<file path="src/logic/alm_pkg.sv">
// constants and types for the alarm, trim and panel menu block
package alm_pkg;
  // clock and time base
  localparam int CLK_PERIOD_NS  = 50;
  localparam int SEC_NS         = 1_000_000_000;
  localparam int FAST_PER_SEC   = 8;
  localparam int FAST_CYC       = SEC_NS / CLK_PERIOD_NS / FAST_PER_SEC;
  localparam int FAST_PERIOD_MS = 1000 / FAST_PER_SEC;
  // button and display timing, in ms and in fast ticks
  localparam int REPEAT_HOLD_MS = 1000;
  localparam int FAST_HOLD_MS   = 3000;
  localparam int COMBO_HOLD_MS  = 2000;
  localparam int TAG_SHOW_MS    = 500;
  localparam int VAL_SHOW_MS    = 2000;
  localparam logic [4:0] REPEAT_F = 5'(REPEAT_HOLD_MS / FAST_PERIOD_MS);
  localparam logic [4:0] FASTR_F  = 5'(FAST_HOLD_MS / FAST_PERIOD_MS);
  localparam logic [4:0] COMBO_F  = 5'(COMBO_HOLD_MS / FAST_PERIOD_MS);
  localparam logic [4:0] TAG_F    = 5'(TAG_SHOW_MS / FAST_PERIOD_MS);
  localparam logic [4:0] SHOW_F   = 5'(VAL_SHOW_MS / FAST_PERIOD_MS);
  // inactivity timeouts in seconds
  localparam logic [6:0] TMO_EDIT_S = 7'h0A;
  localparam logic [6:0] TMO_MENU_S = 7'h3C;
  // button masks: bit0 = button 1 ... bit4 = rear button
  localparam logic [4:0] BTN_NEXT  = 5'h01;
  localparam logic [4:0] BTN_UP    = 5'h02;
  localparam logic [4:0] BTN_DOWN  = 5'h04;
  localparam logic [4:0] BTN_ESC   = 5'h08;
  localparam logic [4:0] BTN_CLR   = 5'h06;
  localparam logic [4:0] BTN_TRIM  = 5'h14;
  // value ranges for stepping
  localparam logic signed [15:0] VAL_MIN = 16'hF831;
  localparam logic signed [15:0] VAL_MAX = 16'h270F;
  localparam logic signed [15:0] DLY_MIN = 16'h0000;
  // slope is held in hundredths of a percent
  localparam int SLOPE_ONE = 10000;
  // register byte offsets
  localparam logic [7:0] REG_CTRL   = 8'h00;
  localparam logic [7:0] REG_SCALO  = 8'h04;
  localparam logic [7:0] REG_UPPER  = 8'h08;
  localparam logic [7:0] REG_LOWER  = 8'h0C;
  localparam logic [7:0] REG_DELAY  = 8'h10;
  localparam logic [7:0] REG_OFFSET = 8'h14;
  localparam logic [7:0] REG_SLOPE  = 8'h18;
  localparam logic [7:0] REG_MIN    = 8'h1C;
  localparam logic [7:0] REG_MAX    = 8'h20;
  localparam logic [7:0] REG_STATUS = 8'h24;
  localparam logic [7:0] REG_DISP   = 8'h28;
  // control field: [3:0] measuring mode, [4] standard signal input
  localparam int CTRL_STD_BIT = 4;
  // reset values
  localparam logic signed [15:0] UPPER_RST = 16'h03E8;
  localparam logic signed [15:0] LOWER_RST = 16'h0000;
  localparam logic signed [15:0] EXT_MIN_RST = 16'h7FFF;
  localparam logic signed [15:0] EXT_MAX_RST = 16'h8000;
  // menu states
  typedef enum logic [2:0] {
    S_IDLE     = 3'b000,
    S_ALM_VIEW = 3'b001,
    S_ALM_EDIT = 3'b010,
    S_TRM_VIEW = 3'b011,
    S_TRM_EDIT = 3'b100,
    S_REC_TAG  = 3'b101,
    S_REC_VAL  = 3'b110,
    S_CLR_TAG  = 3'b111
  } alm_st_t;
  // display content codes
  typedef enum logic [3:0] {
    T_VALUE = 4'h0, T_UPPER = 4'h1, T_LOWER = 4'h2, T_DELAY = 4'h3,
    T_ZERO_OFFSET_ITEM  = 4'h4, T_SLOPE = 4'h5, T_LOTAG = 4'h6, T_HITAG = 4'h7,
    T_CLTAG = 4'h8, T_EDIT  = 4'h9
  } alm_tag_t;
endpackage : alm_pkg

</file>
<file path="src/logic/alm_top.sv">
// alarm limits, panel menu, offset/slope trim and min/max memory
//
// Operation
// - button 1 cycles upper, lower, delay; 4 exits
// - value above upper or below lower alarms
// - alarm delay held and counted in seconds
// - alarm only after condition held for delay
// - alarm outputs inverted, active when no alarm
// - button 1 in edit commits, back to view
// - button 2 or 3 in view starts edit
// - step by one; repeat after 1 s, faster later
// - stepping wraps between range ends
// - button 4 cancels edit or closes menu
// - 10 s idle in edit discards edit
// - 60 s idle in menu closes menu
// - mode change clears offset and slope
// - rear plus button 3 over 2 s opens trim
// - button 1 toggles offset and slope; 4 exits
// - temperature: (value - offset) times slope factor
// - standard signal: slope around the low scale point
// - slope signed hundredths of a percent, offset in digits
// - track highest and lowest displayed values
// - short button 3 shows low tag then minimum
// - short button 2 shows high tag then maximum
// - buttons 2 and 3 for 2 s clear extremes
// - system error raises both alarms
//
// The Wishbone slave port and the register addresses are this design's own decisions.
`timescale 1ns/100ps
module alm_top
  import alm_pkg::*;
#(
  parameter int FAST_CYC_P = FAST_CYC
) (
  // clock, reset, enable
  input  wire logic               I_CLK,
  input  wire logic               I_RESET_N,
  input  wire logic               I_CE,
  // wishbone slave
  input  wire logic               I_WB_CYC,
  input  wire logic               I_WB_STB,
  input  wire logic               I_WB_WE,
  input  wire logic [7:0]         I_WB_ADR,
  input  wire logic [3:0]         I_WB_SEL,
  input  wire logic [31:0]        I_WB_DAT,
  output wire logic [31:0]        O_WB_DAT,
  output wire logic               O_WB_ACK,
  // panel buttons and power-on state
  input  wire logic [4:0]         I_BTN,
  input  wire logic               I_SEG_TEST_DONE,
  // measured value source
  input  wire logic signed [15:0] I_MEAS,
  input  wire logic               I_SYS_ERR,
  // display and alarm outputs
  output wire logic [15:0]        O_DISP_VAL,
  output wire logic [3:0]         O_DISP_TAG,
  output wire logic               O_HI_ALARM_N,
  output wire logic               O_LO_ALARM_N
);

  // step with wrap-around between range ends
  function automatic logic signed [15:0] step_wrap(
    input logic signed [15:0] v,
    input logic               up,
    input logic signed [15:0] lo
  );
    if (up) begin
      step_wrap = (v >= VAL_MAX) ? lo : v + 16'sh0001;
    end else begin
      step_wrap = (v <= lo) ? VAL_MAX : v - 16'sh0001;
    end
  endfunction : step_wrap

  // byte-lane merge of a 16-bit register
  function automatic logic [15:0] wmerge(
    input logic [15:0] old,
    input logic [31:0] dat,
    input logic [3:0]  sel
  );
    wmerge = old;
    if (sel[0]) wmerge[7:0] = dat[7:0];
    if (sel[1]) wmerge[15:8] = dat[15:8];
  endfunction : wmerge

  // button synchroniser and hold timing
  logic [4:0]  btn_m_q, btn_s_q, btn_p_q;
  logic [23:0] fdiv_q, fdiv_d;
  logic [2:0]  sub_q, sub_d;
  logic [4:0]  hold_q, hold_d;
  logic [6:0]  idle_q, idle_d;
  logic [4:0]  press;
  logic        ftick, stick;

  assign press = btn_s_q & ~btn_p_q;
  assign ftick = (fdiv_q == 24'(FAST_CYC_P - 1));
  assign stick = ftick && (sub_q == 3'h7);

  // tick dividers, hold and idle counters
  always_comb begin
    fdiv_d = ftick ? 24'h000000 : fdiv_q + 24'h000001;
    sub_d  = ftick ? sub_q + 3'h1 : sub_q;
    hold_d = hold_q;
    if (btn_s_q != btn_p_q) begin
      hold_d = 5'h00;
    end else if (ftick && btn_s_q != 5'h00 && hold_q != 5'h1F) begin
      hold_d = hold_q + 5'h01;
    end
    idle_d = idle_q;
    if (press != 5'h00) begin
      idle_d = 7'h00;
    end else if (stick && idle_q != 7'h7F) begin
      idle_d = idle_q + 7'h01;
    end
  end

  always_ff @(posedge I_CLK or negedge I_RESET_N) begin
    if (!I_RESET_N) begin
      btn_m_q <= 5'h00;
      btn_s_q <= 5'h00;
      btn_p_q <= 5'h00;
      fdiv_q  <= 24'h000000;
      sub_q   <= 3'h0;
      hold_q  <= 5'h00;
      idle_q  <= 7'h00;
    end else if (I_CE) begin
      btn_m_q <= I_BTN;
      btn_s_q <= btn_m_q;
      btn_p_q <= btn_s_q;
      fdiv_q  <= fdiv_d;
      sub_q   <= sub_d;
      hold_q  <= hold_d;
      idle_q  <= idle_d;
    end
  end

  // menu, parameters and extremes
  alm_st_t            st_q, st_d;
  logic [1:0]         item_q, item_d;
  logic               rhi_q, rhi_d;
  logic [4:0]         show_q, show_d;
  logic signed [15:0] edit_q, edit_d, upper_q, upper_d, lower_q, lower_d;
  logic signed [15:0] delay_q, delay_d, offset_q, offset_d;
  logic signed [15:0] slope_q, slope_d, scalo_q, scalo_d;
  logic signed [15:0] min_q, min_d, max_q, max_d, disp_q;
  logic [4:0]         ctrl_q, ctrl_d;
  logic [15:0]        oval_q, oval_d;
  alm_tag_t           tag_q, tag_d;
  logic               trm, rep, s_up, s_dn, wr, mode_chg, clr;
  logic signed [15:0] cur, lo_end;

  assign wr = I_WB_CYC && I_WB_STB && O_WB_ACK == 1'b0 && I_WB_WE;
  assign mode_chg = wr && I_WB_ADR == REG_CTRL && I_WB_SEL[0]
                    && I_WB_DAT[3:0] != ctrl_q[3:0];
  assign trm = (st_q == S_TRM_VIEW) || (st_q == S_TRM_EDIT);
  assign rep = ftick && hold_q >= REPEAT_F
               && (hold_q >= FASTR_F || !hold_q[0]);
  assign s_up = press[1] || (btn_s_q == BTN_UP && rep);
  assign s_dn = press[2] || (btn_s_q == BTN_DOWN && rep);
  assign clr = st_q == S_IDLE && btn_s_q == BTN_CLR && ftick
               && hold_q == COMBO_F - 5'h01;
  assign cur = trm ? (item_q[0] ? slope_q : offset_q)
             : (item_q == 2'h0 ? upper_q
             : (item_q == 2'h1 ? lower_q : delay_q));
  assign lo_end = (!trm && item_q == 2'h2) ? DLY_MIN : VAL_MIN;

  always_comb begin
    st_d = st_q;
    item_d = item_q;
    rhi_d = rhi_q;
    show_d = ftick ? show_q + 5'h01 : show_q;
    edit_d = edit_q;
    upper_d = upper_q;
    lower_d = lower_q;
    delay_d = delay_q;
    offset_d = offset_q;
    slope_d = slope_q;
    scalo_d = scalo_q;
    ctrl_d = ctrl_q;
    // software writes
    if (wr) begin
      case (I_WB_ADR)
        REG_CTRL:   if (I_WB_SEL[0]) ctrl_d = I_WB_DAT[4:0];
        REG_SCALO:  scalo_d = wmerge(scalo_q, I_WB_DAT, I_WB_SEL);
        REG_UPPER:  upper_d = wmerge(upper_q, I_WB_DAT, I_WB_SEL);
        REG_LOWER:  lower_d = wmerge(lower_q, I_WB_DAT, I_WB_SEL);
        REG_DELAY:  delay_d = wmerge(delay_q, I_WB_DAT, I_WB_SEL);
        REG_OFFSET: offset_d = wmerge(offset_q, I_WB_DAT, I_WB_SEL);
        REG_SLOPE:  slope_d = wmerge(slope_q, I_WB_DAT, I_WB_SEL);
        default:    ctrl_d = ctrl_q;
      endcase
    end
    // panel state machine
    case (st_q)
      S_IDLE: begin
        if (press == BTN_NEXT && btn_s_q == BTN_NEXT) begin
          st_d = S_ALM_VIEW;
          item_d = 2'h0;
        end else if (btn_s_q == BTN_TRIM && ftick && hold_q == COMBO_F
                     && I_SEG_TEST_DONE) begin
          st_d = S_TRM_VIEW;
          item_d = 2'h0;
        end else if (clr) begin
          st_d = S_CLR_TAG;
          show_d = 5'h00;
        end else if (btn_s_q == 5'h00 && hold_q < REPEAT_F
                     && (btn_p_q == BTN_UP || btn_p_q == BTN_DOWN)) begin
          st_d = S_REC_TAG;
          rhi_d = (btn_p_q == BTN_UP);
          show_d = 5'h00;
        end
      end
      S_ALM_VIEW, S_TRM_VIEW: begin
        if (idle_q > TMO_MENU_S || press[3]) begin
          st_d = S_IDLE;
        end else if (press[0]) begin
          if (trm) begin
            item_d = {1'b0, ~item_q[0]};
          end else begin
            item_d = (item_q == 2'h2) ? 2'h0 : item_q + 2'h1;
          end
        end else if (press[1] || press[2]) begin
          st_d = trm ? S_TRM_EDIT : S_ALM_EDIT;
          edit_d = cur;
        end
      end
      S_ALM_EDIT, S_TRM_EDIT: begin
        if (press[3] || idle_q > TMO_EDIT_S) begin
          st_d = trm ? S_TRM_VIEW : S_ALM_VIEW;
        end else if (press[0]) begin
          st_d = trm ? S_TRM_VIEW : S_ALM_VIEW;
          case ({trm, item_q})
            3'b000:  upper_d = edit_q;
            3'b001:  lower_d = edit_q;
            3'b010:  delay_d = edit_q;
            3'b100:  offset_d = edit_q;
            default: slope_d = edit_q;
          endcase
        end else if (s_up || s_dn) begin
          edit_d = step_wrap(edit_q, s_up, lo_end);
        end
      end
      S_REC_TAG: begin
        if (ftick && show_q == TAG_F - 5'h01) begin
          st_d = S_REC_VAL;
          show_d = 5'h00;
        end
      end
      S_REC_VAL, S_CLR_TAG: begin
        if (ftick && show_q == ((st_q == S_CLR_TAG) ? TAG_F : SHOW_F)
            - 5'h01) begin
          st_d = S_IDLE;
        end
      end
      default: st_d = S_IDLE;
    endcase
    if (mode_chg) begin
      offset_d = 16'sh0000;
      slope_d = 16'sh0000;
    end
    // extremes memory
    min_d = (disp_q < min_q) ? disp_q : min_q;
    max_d = (disp_q > max_q) ? disp_q : max_q;
    if (clr) begin
      min_d = disp_q;
      max_d = disp_q;
    end
    // display content
    tag_d = T_VALUE;
    oval_d = disp_q;
    case (st_q)
      S_ALM_VIEW: tag_d = alm_tag_t'(4'(item_q) + 4'h1);
      S_TRM_VIEW: tag_d = item_q[0] ? T_SLOPE : T_ZERO_OFFSET_ITEM;
      S_ALM_EDIT, S_TRM_EDIT: begin
        tag_d = T_EDIT;
        oval_d = edit_q;
      end
      S_REC_TAG: tag_d = rhi_q ? T_HITAG : T_LOTAG;
      S_REC_VAL: oval_d = rhi_q ? max_q : min_q;
      S_CLR_TAG: tag_d = T_CLTAG;
      default:   tag_d = T_VALUE;
    endcase
  end

  always_ff @(posedge I_CLK or negedge I_RESET_N) begin
    if (!I_RESET_N) begin
      st_q <= S_IDLE;
      item_q <= 2'h0;
      rhi_q <= 1'b0;
      show_q <= 5'h00;
      edit_q <= 16'sh0000;
      upper_q <= UPPER_RST;
      lower_q <= LOWER_RST;
      delay_q <= 16'sh0000;
      offset_q <= 16'sh0000;
      slope_q <= 16'sh0000;
      scalo_q <= 16'sh0000;
      ctrl_q <= 5'h00;
      min_q <= EXT_MIN_RST;
      max_q <= EXT_MAX_RST;
      oval_q <= 16'h0000;
      tag_q <= T_VALUE;
    end else if (I_CE) begin
      st_q <= st_d;
      item_q <= item_d;
      rhi_q <= rhi_d;
      show_q <= show_d;
      edit_q <= edit_d;
      upper_q <= upper_d;
      lower_q <= lower_d;
      delay_q <= delay_d;
      offset_q <= offset_d;
      slope_q <= slope_d;
      scalo_q <= scalo_d;
      ctrl_q <= ctrl_d;
      min_q <= min_d;
      max_q <= max_d;
      oval_q <= oval_d;
      tag_q <= tag_d;
    end
  end

  // corrected value and alarm delay
  logic signed [31:0] base, diff, prod;
  logic signed [15:0] disp_d, hcnt_q, hcnt_d, lcnt_q, lcnt_d;
  logic               hal_q, hal_d, lal_q, lal_d, hc, lc;

  assign hc = disp_q > upper_q;
  assign lc = disp_q < lower_q;

  always_comb begin
    base = ctrl_q[CTRL_STD_BIT] ? 32'(scalo_q) : 32'sh0;
    diff = 32'(I_MEAS) - 32'(offset_q) - base;
    prod = diff * (32'(SLOPE_ONE) + 32'(slope_q)) / 32'(SLOPE_ONE) + base;
    disp_d = 16'(prod);
    hcnt_d = !hc ? 16'sh0000 : ((stick && hcnt_q < delay_q)
             ? hcnt_q + 16'sh0001 : hcnt_q);
    lcnt_d = !lc ? 16'sh0000 : ((stick && lcnt_q < delay_q)
             ? lcnt_q + 16'sh0001 : lcnt_q);
    hal_d = (hc && hcnt_q >= delay_q) || I_SYS_ERR;
    lal_d = (lc && lcnt_q >= delay_q) || I_SYS_ERR;
  end

  always_ff @(posedge I_CLK or negedge I_RESET_N) begin
    if (!I_RESET_N) begin
      disp_q <= 16'sh0000;
      hcnt_q <= 16'sh0000;
      lcnt_q <= 16'sh0000;
      hal_q <= 1'b0;
      lal_q <= 1'b0;
    end else if (I_CE) begin
      disp_q <= disp_d;
      hcnt_q <= hcnt_d;
      lcnt_q <= lcnt_d;
      hal_q <= hal_d;
      lal_q <= lal_d;
    end
  end

  // bus answer and read data
  logic        ack_q, ack_d;
  logic [31:0] rd_q, rd_d;

  always_comb begin
    ack_d = I_WB_CYC && I_WB_STB && !ack_q;
    rd_d = 32'h00000000;
    case (I_WB_ADR)
      REG_CTRL:   rd_d = {27'h0000000, ctrl_q};
      REG_SCALO:  rd_d = {16'h0000, scalo_q};
      REG_UPPER:  rd_d = {16'h0000, upper_q};
      REG_LOWER:  rd_d = {16'h0000, lower_q};
      REG_DELAY:  rd_d = {16'h0000, delay_q};
      REG_OFFSET: rd_d = {16'h0000, offset_q};
      REG_SLOPE:  rd_d = {16'h0000, slope_q};
      REG_MIN:    rd_d = {16'h0000, min_q};
      REG_MAX:    rd_d = {16'h0000, max_q};
      REG_STATUS: rd_d = {25'h0000000, lal_q, hal_q, 2'b00, st_q};
      REG_DISP:   rd_d = {16'h0000, disp_q};
      default:    rd_d = 32'h00000000;
    endcase
  end

  always_ff @(posedge I_CLK or negedge I_RESET_N) begin
    if (!I_RESET_N) begin
      ack_q <= 1'b0;
      rd_q <= 32'h00000000;
    end else if (I_CE) begin
      ack_q <= ack_d;
      rd_q <= rd_d;
    end
  end

  assign O_WB_ACK = ack_q;
  assign O_WB_DAT = rd_q;
  assign O_DISP_VAL = oval_q;
  assign O_DISP_TAG = tag_q;
  assign O_HI_ALARM_N = !hal_q;
  assign O_LO_ALARM_N = !lal_q;
endmodule : alm_top

</file>
<file path="config.mk">
export PLATFORM = sky130hd
export DESIGN_NAME = alm_top
export DESIGN_NICKNAME = d
export VERILOG_FILES = /design/src/logic/alm_pkg.sv /design/src/logic/alm_top.sv
export SDC_FILE = /design/constraint.sdc
export NUM_CORES = 2
export LEC_CHECK = 0
export ABC_AREA = 0
export BUFFER_PORTS_ARGS = -buffer_cell sky130_fd_sc_hd__buf_2
export CAP_MARGIN = 5
export CORE_MARGIN = 8
export CORE_UTILIZATION = 50
export DETAILED_ROUTE_END_ITERATION = 12
export GPL_TIMING_DRIVEN = 0
export PLACE_DENSITY = 0.66
export SYNTH_ARGS = -nofsm -noshare
export SYNTH_HDL_FRONTEND = slang
export SYNTH_SLANG_ARGS = --single-unit
</file>
<file path="constraint.sdc">
create_clock -name I_CLK -period 68.9 [get_ports I_CLK]
set_clock_uncertainty 0.15 [all_clocks]
set_input_delay 3.445 -clock I_CLK [delete_from_list [all_inputs] [get_ports I_CLK]]
set_output_delay 3.445 -clock I_CLK [all_outputs]
set_load 0.1 [all_outputs]
</file>
# ---- Yosys cells after proc, flatten, opt, wreduce, memory -nomap -nowiden
# Cells that the tools add are included.
dict set report totals {
  regBits 317
  in_bits 73
  out_inout_bits 55
  elab_cells 311
}
dict set report op_classes {
  n_addsub 16
  mul 1
  n_div 1
  n_lt_le_gt_ge 15
  n_eq_ne 56
  muxes 106
  bitwise 7
  reduce_logical 78
}
# cell count
set ops {}
lappend ops {{16-bit two-way mux} 55}
lappend ops {{16-bit case mux with 11 select lines} 1}
lappend ops {{8-bit two-way mux} 10}
lappend ops {{16-bit < comparator} 4}
lappend ops {{16-bit case mux with 2 select lines} 2}
lappend ops {{16-bit by 2-bit adder with 16-bit output (second input constant)} 3}
lappend ops {{5-bit two-way mux} 9}
lappend ops {{3-bit two-way mux} 12}
lappend ops {{32-bit by 15-bit divider with 32-bit output (second input constant)} 1}
lappend ops {{8-bit by 5-bit equality test with 1-bit output (second input constant)} 4}
lappend ops {{16-bit >= comparator} 2}
lappend ops {{16-bit > comparator} 2}
lappend ops {{32-bit by 17-bit multiplier with 32-bit output} 1}
lappend ops {{32-bit two-way mux} 1}
lappend ops {{17-bit by 32-bit subtractor with 32-bit output} 1}
lappend ops {{1-bit logical AND} 31}
lappend ops {{24-bit by 1-bit adder with 24-bit output (second input constant)} 1}
lappend ops {{24-bit by 22-bit equality test with 1-bit output (second input constant)} 1}
lappend ops {{8-bit by 6-bit equality test with 1-bit output (second input constant)} 3}
lappend ops {{24-bit two-way mux} 1}
lappend ops {{4-bit case mux with 5 select lines} 1}
lappend ops {{3-bit equality test (second input constant)} 6}
lappend ops {{2-bit inequality test (second input constant)} 9}
lappend ops {{15-bit by 16-bit adder with 17-bit output (first input constant)} 1}
lappend ops {{other kinds (61)} 118}

# ---- Longest topological paths before layout
dict set report logic_depth {
  ltp_word 12
  ltp_mapped 132
  ltp_nobuf 112
}

# ---- Worst setup path before layout
# Ideal clock, no wire load.
dict set report synth_path {
  path_kind {input to register}
  startpoint {input port I_MEAS[2]}
  endpoint {register disp_q[15]}
  setup_ns 0.125
  arrival_ns 29.981
  required_time_ns 68.625
  setup_slack_ns 38.645
  cell_stages 119
  path_buffers 11
  path_cell_list {fa_1 ha_1 buf_2 a211oi_1 nor3_1 a211oi_2 o31a_1 nor2b_1 o21a_1 nor2_1 xor2_1 nor2_1 fa_1 inv_1 fa_1 fa_1 inv_1 fa_1 [... 83 more ...] a21o_1 a21o_1 a21o_1 a21oi_1 o21bai_1 a21oi_1 o21bai_1 a21oi_1 o21bai_1 a21oi_1 o21bai_1 a21oi_1 o21bai_1 a21oi_1 xor2_1 xnor2_1 xnor2_1 mux2_2}
}
dict set report synth_between {
  elab_chain_len 5
}
# item line
set synth_lines {}
lappend synth_lines {{start, declared} alm_top.sv:52} ;# input wire logic signed [15:0] I_MEAS,
lappend synth_lines {{16-bit by 16-bit subtractor with 17-bit output} alm_top.sv:332} ;# diff = 32'(I_MEAS) - 32'(offset_q) - base;
lappend synth_lines {{17-bit by 32-bit subtractor with 32-bit output} alm_top.sv:332}
lappend synth_lines {{32-bit by 17-bit multiplier with 32-bit output} alm_top.sv:333} ;# prod = diff * (32'(SLOPE_ONE) + 32'(slope_q)) / 32'(SLOPE_ONE) + base;
lappend synth_lines {{32-bit by 15-bit divider with 32-bit output} alm_top.sv:333}
lappend synth_lines {{16-bit adder} alm_top.sv:333}
lappend synth_lines {{end signal, assigned} alm_top.sv:351} ;# disp_q <= disp_d;
lappend synth_lines {{end, declared} alm_top.sv:144} ;# logic signed [15:0] min_q, min_d, max_q, max_d, disp_q;
# No other way between the ends.
# A chain may end at the register's enable or synchronous reset.

# ---- Worst setup path after layout
dict set report layout_path {
  startpoint {input port I_MEAS[0]}
  endpoint {register disp_q[15]}
}
# Same word-level chain as after synthesis.

==> flow_summary.json <==
{
  "status": "completed",
  "worst_slack_ns": 33.84,
  "worstSetupPathDepth": 116,
  "hold_buffers": 0,
  "async_flop_share_pct": 100,
  "drtAntennaViolNets": 0,
  "initial_core_util_pct": 50.4,
  "finalCritPeriodShare_pct": 50.9,
  "grt_max_degree": 120,
  "synth_area_per_cell_um2": 8.16,
  "cts_resized": 0,
  "route.detailed.drc": 0,
  "synth_adder_area_share_pct": 23.4,
  "syn_area_um2": 42900,
  "crit_end": "disp_q[15]$_DFFE_PN0P_",
  "fin_crit_ns": 35.06,
  "yosysWarnings": 0,
  "synth_compound_area_share_pct": 20.9,
  "clk_latency_ns": 0.56,
  "cts.path.max_buffers": 3,
  "drive_gt1_share_pct": 7.64,
  "die_h_um": 309,
  "fp.coreArea_um2": 85100,
  "fin_cells": 6580,
  "ff2ff_setup_slack_ns": 35.50,
  "synth_seq_cells": 301,
  "dpl.hpwl_um": 121000,
  "syn_to_final_growth_pct": 7.65,
  "maxCapViolCount": 0,
  "die_area_um2": 95500,
  "cp_max_fo": 10,
  "slew_headroom_pct": 4.50,
  "finalHoldViolCount": 0,
  "synth_cell_types": 140,
  "place_inst": 6514,
  "synth_edf_count": 0,
  "muxShareOfSynthArea_pct": 3.40,
  "grtUsageTotal_pct": 31.3,
  "setup_viol": 0,
  "r2r_end": "disp_q[15]$_DFFE_PN0P_",
  "rsz0062_at_grt": "no",
  "grt_pass1_wl_um": 235000,
  "timing.fmax_ghz": 0.0285,
  "final_max_slew_viol_count": 0,
  "synth-simple-area-share_pct": 19.4,
  "fin_area_um2": 46200,
  "gr-total-overflow": 0,
  "start_kind": "input port",
  "cts_buffers": 34,
  "yosysSeqAreaShare_pct": 17.6,
  "first_iter_violations": 4168,
  "endpoint_kind": "flop",
  "preCtsSetupSlack_ns": 33.83,
  "reg2reg_from": "ctrl_q[4]$_DFFE_PN0P_",
  "cts_setup_buffers": 0,
  "fin_nets": 6073,
  "io_pins": 128,
  "num_rows": 107,
  "tightest_slew_ns": 1.42,
  "cp_slowest_cell": "a211oi_1",
  "root_buffer": "clkbuf_16",
  "critPathRequiredTime_ns": 69.16,
  "dieWidth_um": 309,
  "postSynthCellCount": 5264,
  "setup_tns_ns": 0,
  "path_class": "in2reg",
  "htreeDepth": 2,
  "cts_sinks": 301,
  "port_buffers": 89,
  "routabilityCongestion": 1.03,
  "synth_xor_area_share_pct": 6.83,
  "reg2reg_depth": 118,
  "clk_pin_slew_ns": 0.06,
  "first_global_vias": 39904,
  "wl_um": 152000,
  "wl_per_cell_um": 23.1,
  "cp.arrival_ns": 35.31,
  "synth_ff_type": "dfrtp_1",
  "holdCritPathClass": "reg2reg",
  "crit_path_start": "I_MEAS[0]",
  "viasPerCell": 6.20,
  "placed_area_um2": 44900,
  "synth_top_family_by_area": "adder cells",
  "num_vias": 40765,
  "antenna_found_initial": 5,
  "path_buf_inv": 12,
  "cpLargestDelayFamily": "compound AO/OA/AOI/OAI gates",
  "cpPeakStageDelay_ns": 0.78,
  "first_pass_iters": 10,
  "cts_tree": "built",
  "nFillCells": 8235
}
==> per-stage QoR <==
step / hold WS [ns] / util (%)
floorplan: 0.296 / -
global placement: 0.310 / 52.7
detailed placement: 0.318 / 52.8
CTS: 0.333 / 54.3
global route: 0.343 / 54.3
finish: 0.329 / 54.3
==> logic make-up (layout without fill, tap and decap cells) <==
| group | count (synthesis) | in the layout |
|---|---|---|
| adders and majority gates | 602 | 602 |
| and+or+nand+nor | 1709 | 1709 |
| buffers and inverters | 932 | 1085 |
| muxes | 136 | 136 |
| xor gates and xnor gates | 309 | 309 |
| AOI/OAI and AO/OA | 1274 | 1274 |
| DFF | 301 | 301 |
| other | 1 | 20 |
==> worst reg2reg max path, delay by kind of cell, from the launching register on <==
kind | cells | cell delay (ns)
AND/OR/NAND/NOR | 28 | 7.16
flip-flops | 1 | 0.32
buffers and inverters | 13 | 2.85
multiplexers | 4 | 1.23
XOR/XNOR | 11 | 3.02
AO/OA/AOI/OAI | 51 | 13.50
adder cells (fa/ha/maj) | 11 | 5.03
==> how the worst min path moves through the flow <==
stage                             start                       end  depth (start not counted)
2_1_floorplan    fdiv_q[23]$_DFFE_PN0P_    fdiv_q[23]$_DFFE_PN0P_                          1
3_3_place_gp   O_WB_DAT[13]$_DFFE_PN0P_  O_WB_DAT[13]$_DFFE_PN0P_                          1
3_5_place_dp   O_WB_DAT[15]$_DFFE_PN0P_  O_WB_DAT[15]$_DFFE_PN0P_                          1
4_1_cts         O_WB_DAT[9]$_DFFE_PN0P_   O_WB_DAT[9]$_DFFE_PN0P_                          1
5_1_grt          fdiv_q[23]$_DFFE_PN0P_    fdiv_q[23]$_DFFE_PN0P_                          1
6_report        O_WB_DAT[5]$_DFFE_PN0P_   O_WB_DAT[5]$_DFFE_PN0P_                          1
==> cells in the mapped netlist, types with 24 or more instances <==
master,n,share of area [%]
and3_1,53,0.77
mux2_2,75,2.0
dfrtp_1,279,16
a21o_1,71,1.2
nand2_1,442,3.9
nor3_1,97,1.1
nand3_1,175,2.0
o22ai_1,75,1.1
a211oi_1,57,1.0
o21a_1,29,0.51
nor2_1,466,4.1
o31ai_1,24,0.42
a22oi_1,25,0.44
nor2b_1,48,0.70
fa_1,336,16
o2bb2ai_1,25,0.51
a21oi_1,277,3.2
nand4_1,63,0.92
inv_1,661,5.8
or3_1,28,0.41
o21ai_0,210,2.4
and2_1,138,2.0
mux2i_1,58,1.4
a222oi_1,36,0.84
nor4_1,32,0.47
xnor2_1,186,3.8
a31oi_1,62,0.90
ha_1,258,7.5
o21ai_1,32,0.37
clkbuf_1,201,1.8
nand2b_1,44,0.64
o211ai_1,40,0.70
xor2_1,102,2.1
==> layout make-up <==
class | instances | area [um^2] | area share (%)
buffer | 269 | 1160 | 2.51
multi-input combinational | 4046 | 31800 | 68.8
clock inverter | 19 | 319 | 0.690
sequential | 301 | 7560 | 16.4
clock buffer | 43 | 956 | 2.07
timing repair buffer | 91 | 510 | 1.10
antenna | 4 | 10.0 | 0.0217
inverter | 663 | 2490 | 5.39
tap | 1144 | 1430 | 3.10
==> metal layers <==
metal | track usage [%] | wire, um | vias up
met2 | 48.5 | 66200 | 1936
met5 | 0.303 | 66 | -
met4 | 16.2 | 9790 | 8
met1 | 41.5 | 62500 | 19817
li1 | - | - | 18541
met3 | 6.03 | 13600 | 463
==> placed cells by master (no fill, tap or decap), types with 57 or more instances in the layout <==
master,count
a211oi_1,57
a21o_1,71
a21oi_1,277
a31oi_1,62
and2_1,138
buf_2,106
clkbuf_1,204
dfrtp_1,279
fa_1,336
ha_1,258
inv_1,661
mux2_2,75
mux2i_1,58
nand2_1,442
nand3_1,175
nand4_1,63
nor2_1,466
nor3_1,97
o21ai_0,210
o22ai_1,75
xnor2_1,186
xor2_1,102
==> state kept, by name (all words and copies together), names as in the netlist, 7 cells and up <==
register	count
fdiv_q	24
lower_q	16
slope_q	16
O_WB_DAT	16
delay_q	16
scalo_q	16
min_q	16
upper_q	16
idle_q	7
O_DISP_VAL	16
edit_q	16
disp_q	16
offset_q	16
max_q	16
lcnt_q	16
hcnt_q	16
Power is not shown: default switching activity piles up to over one toggle a cycle in this logic, so the estimate is an artifact.
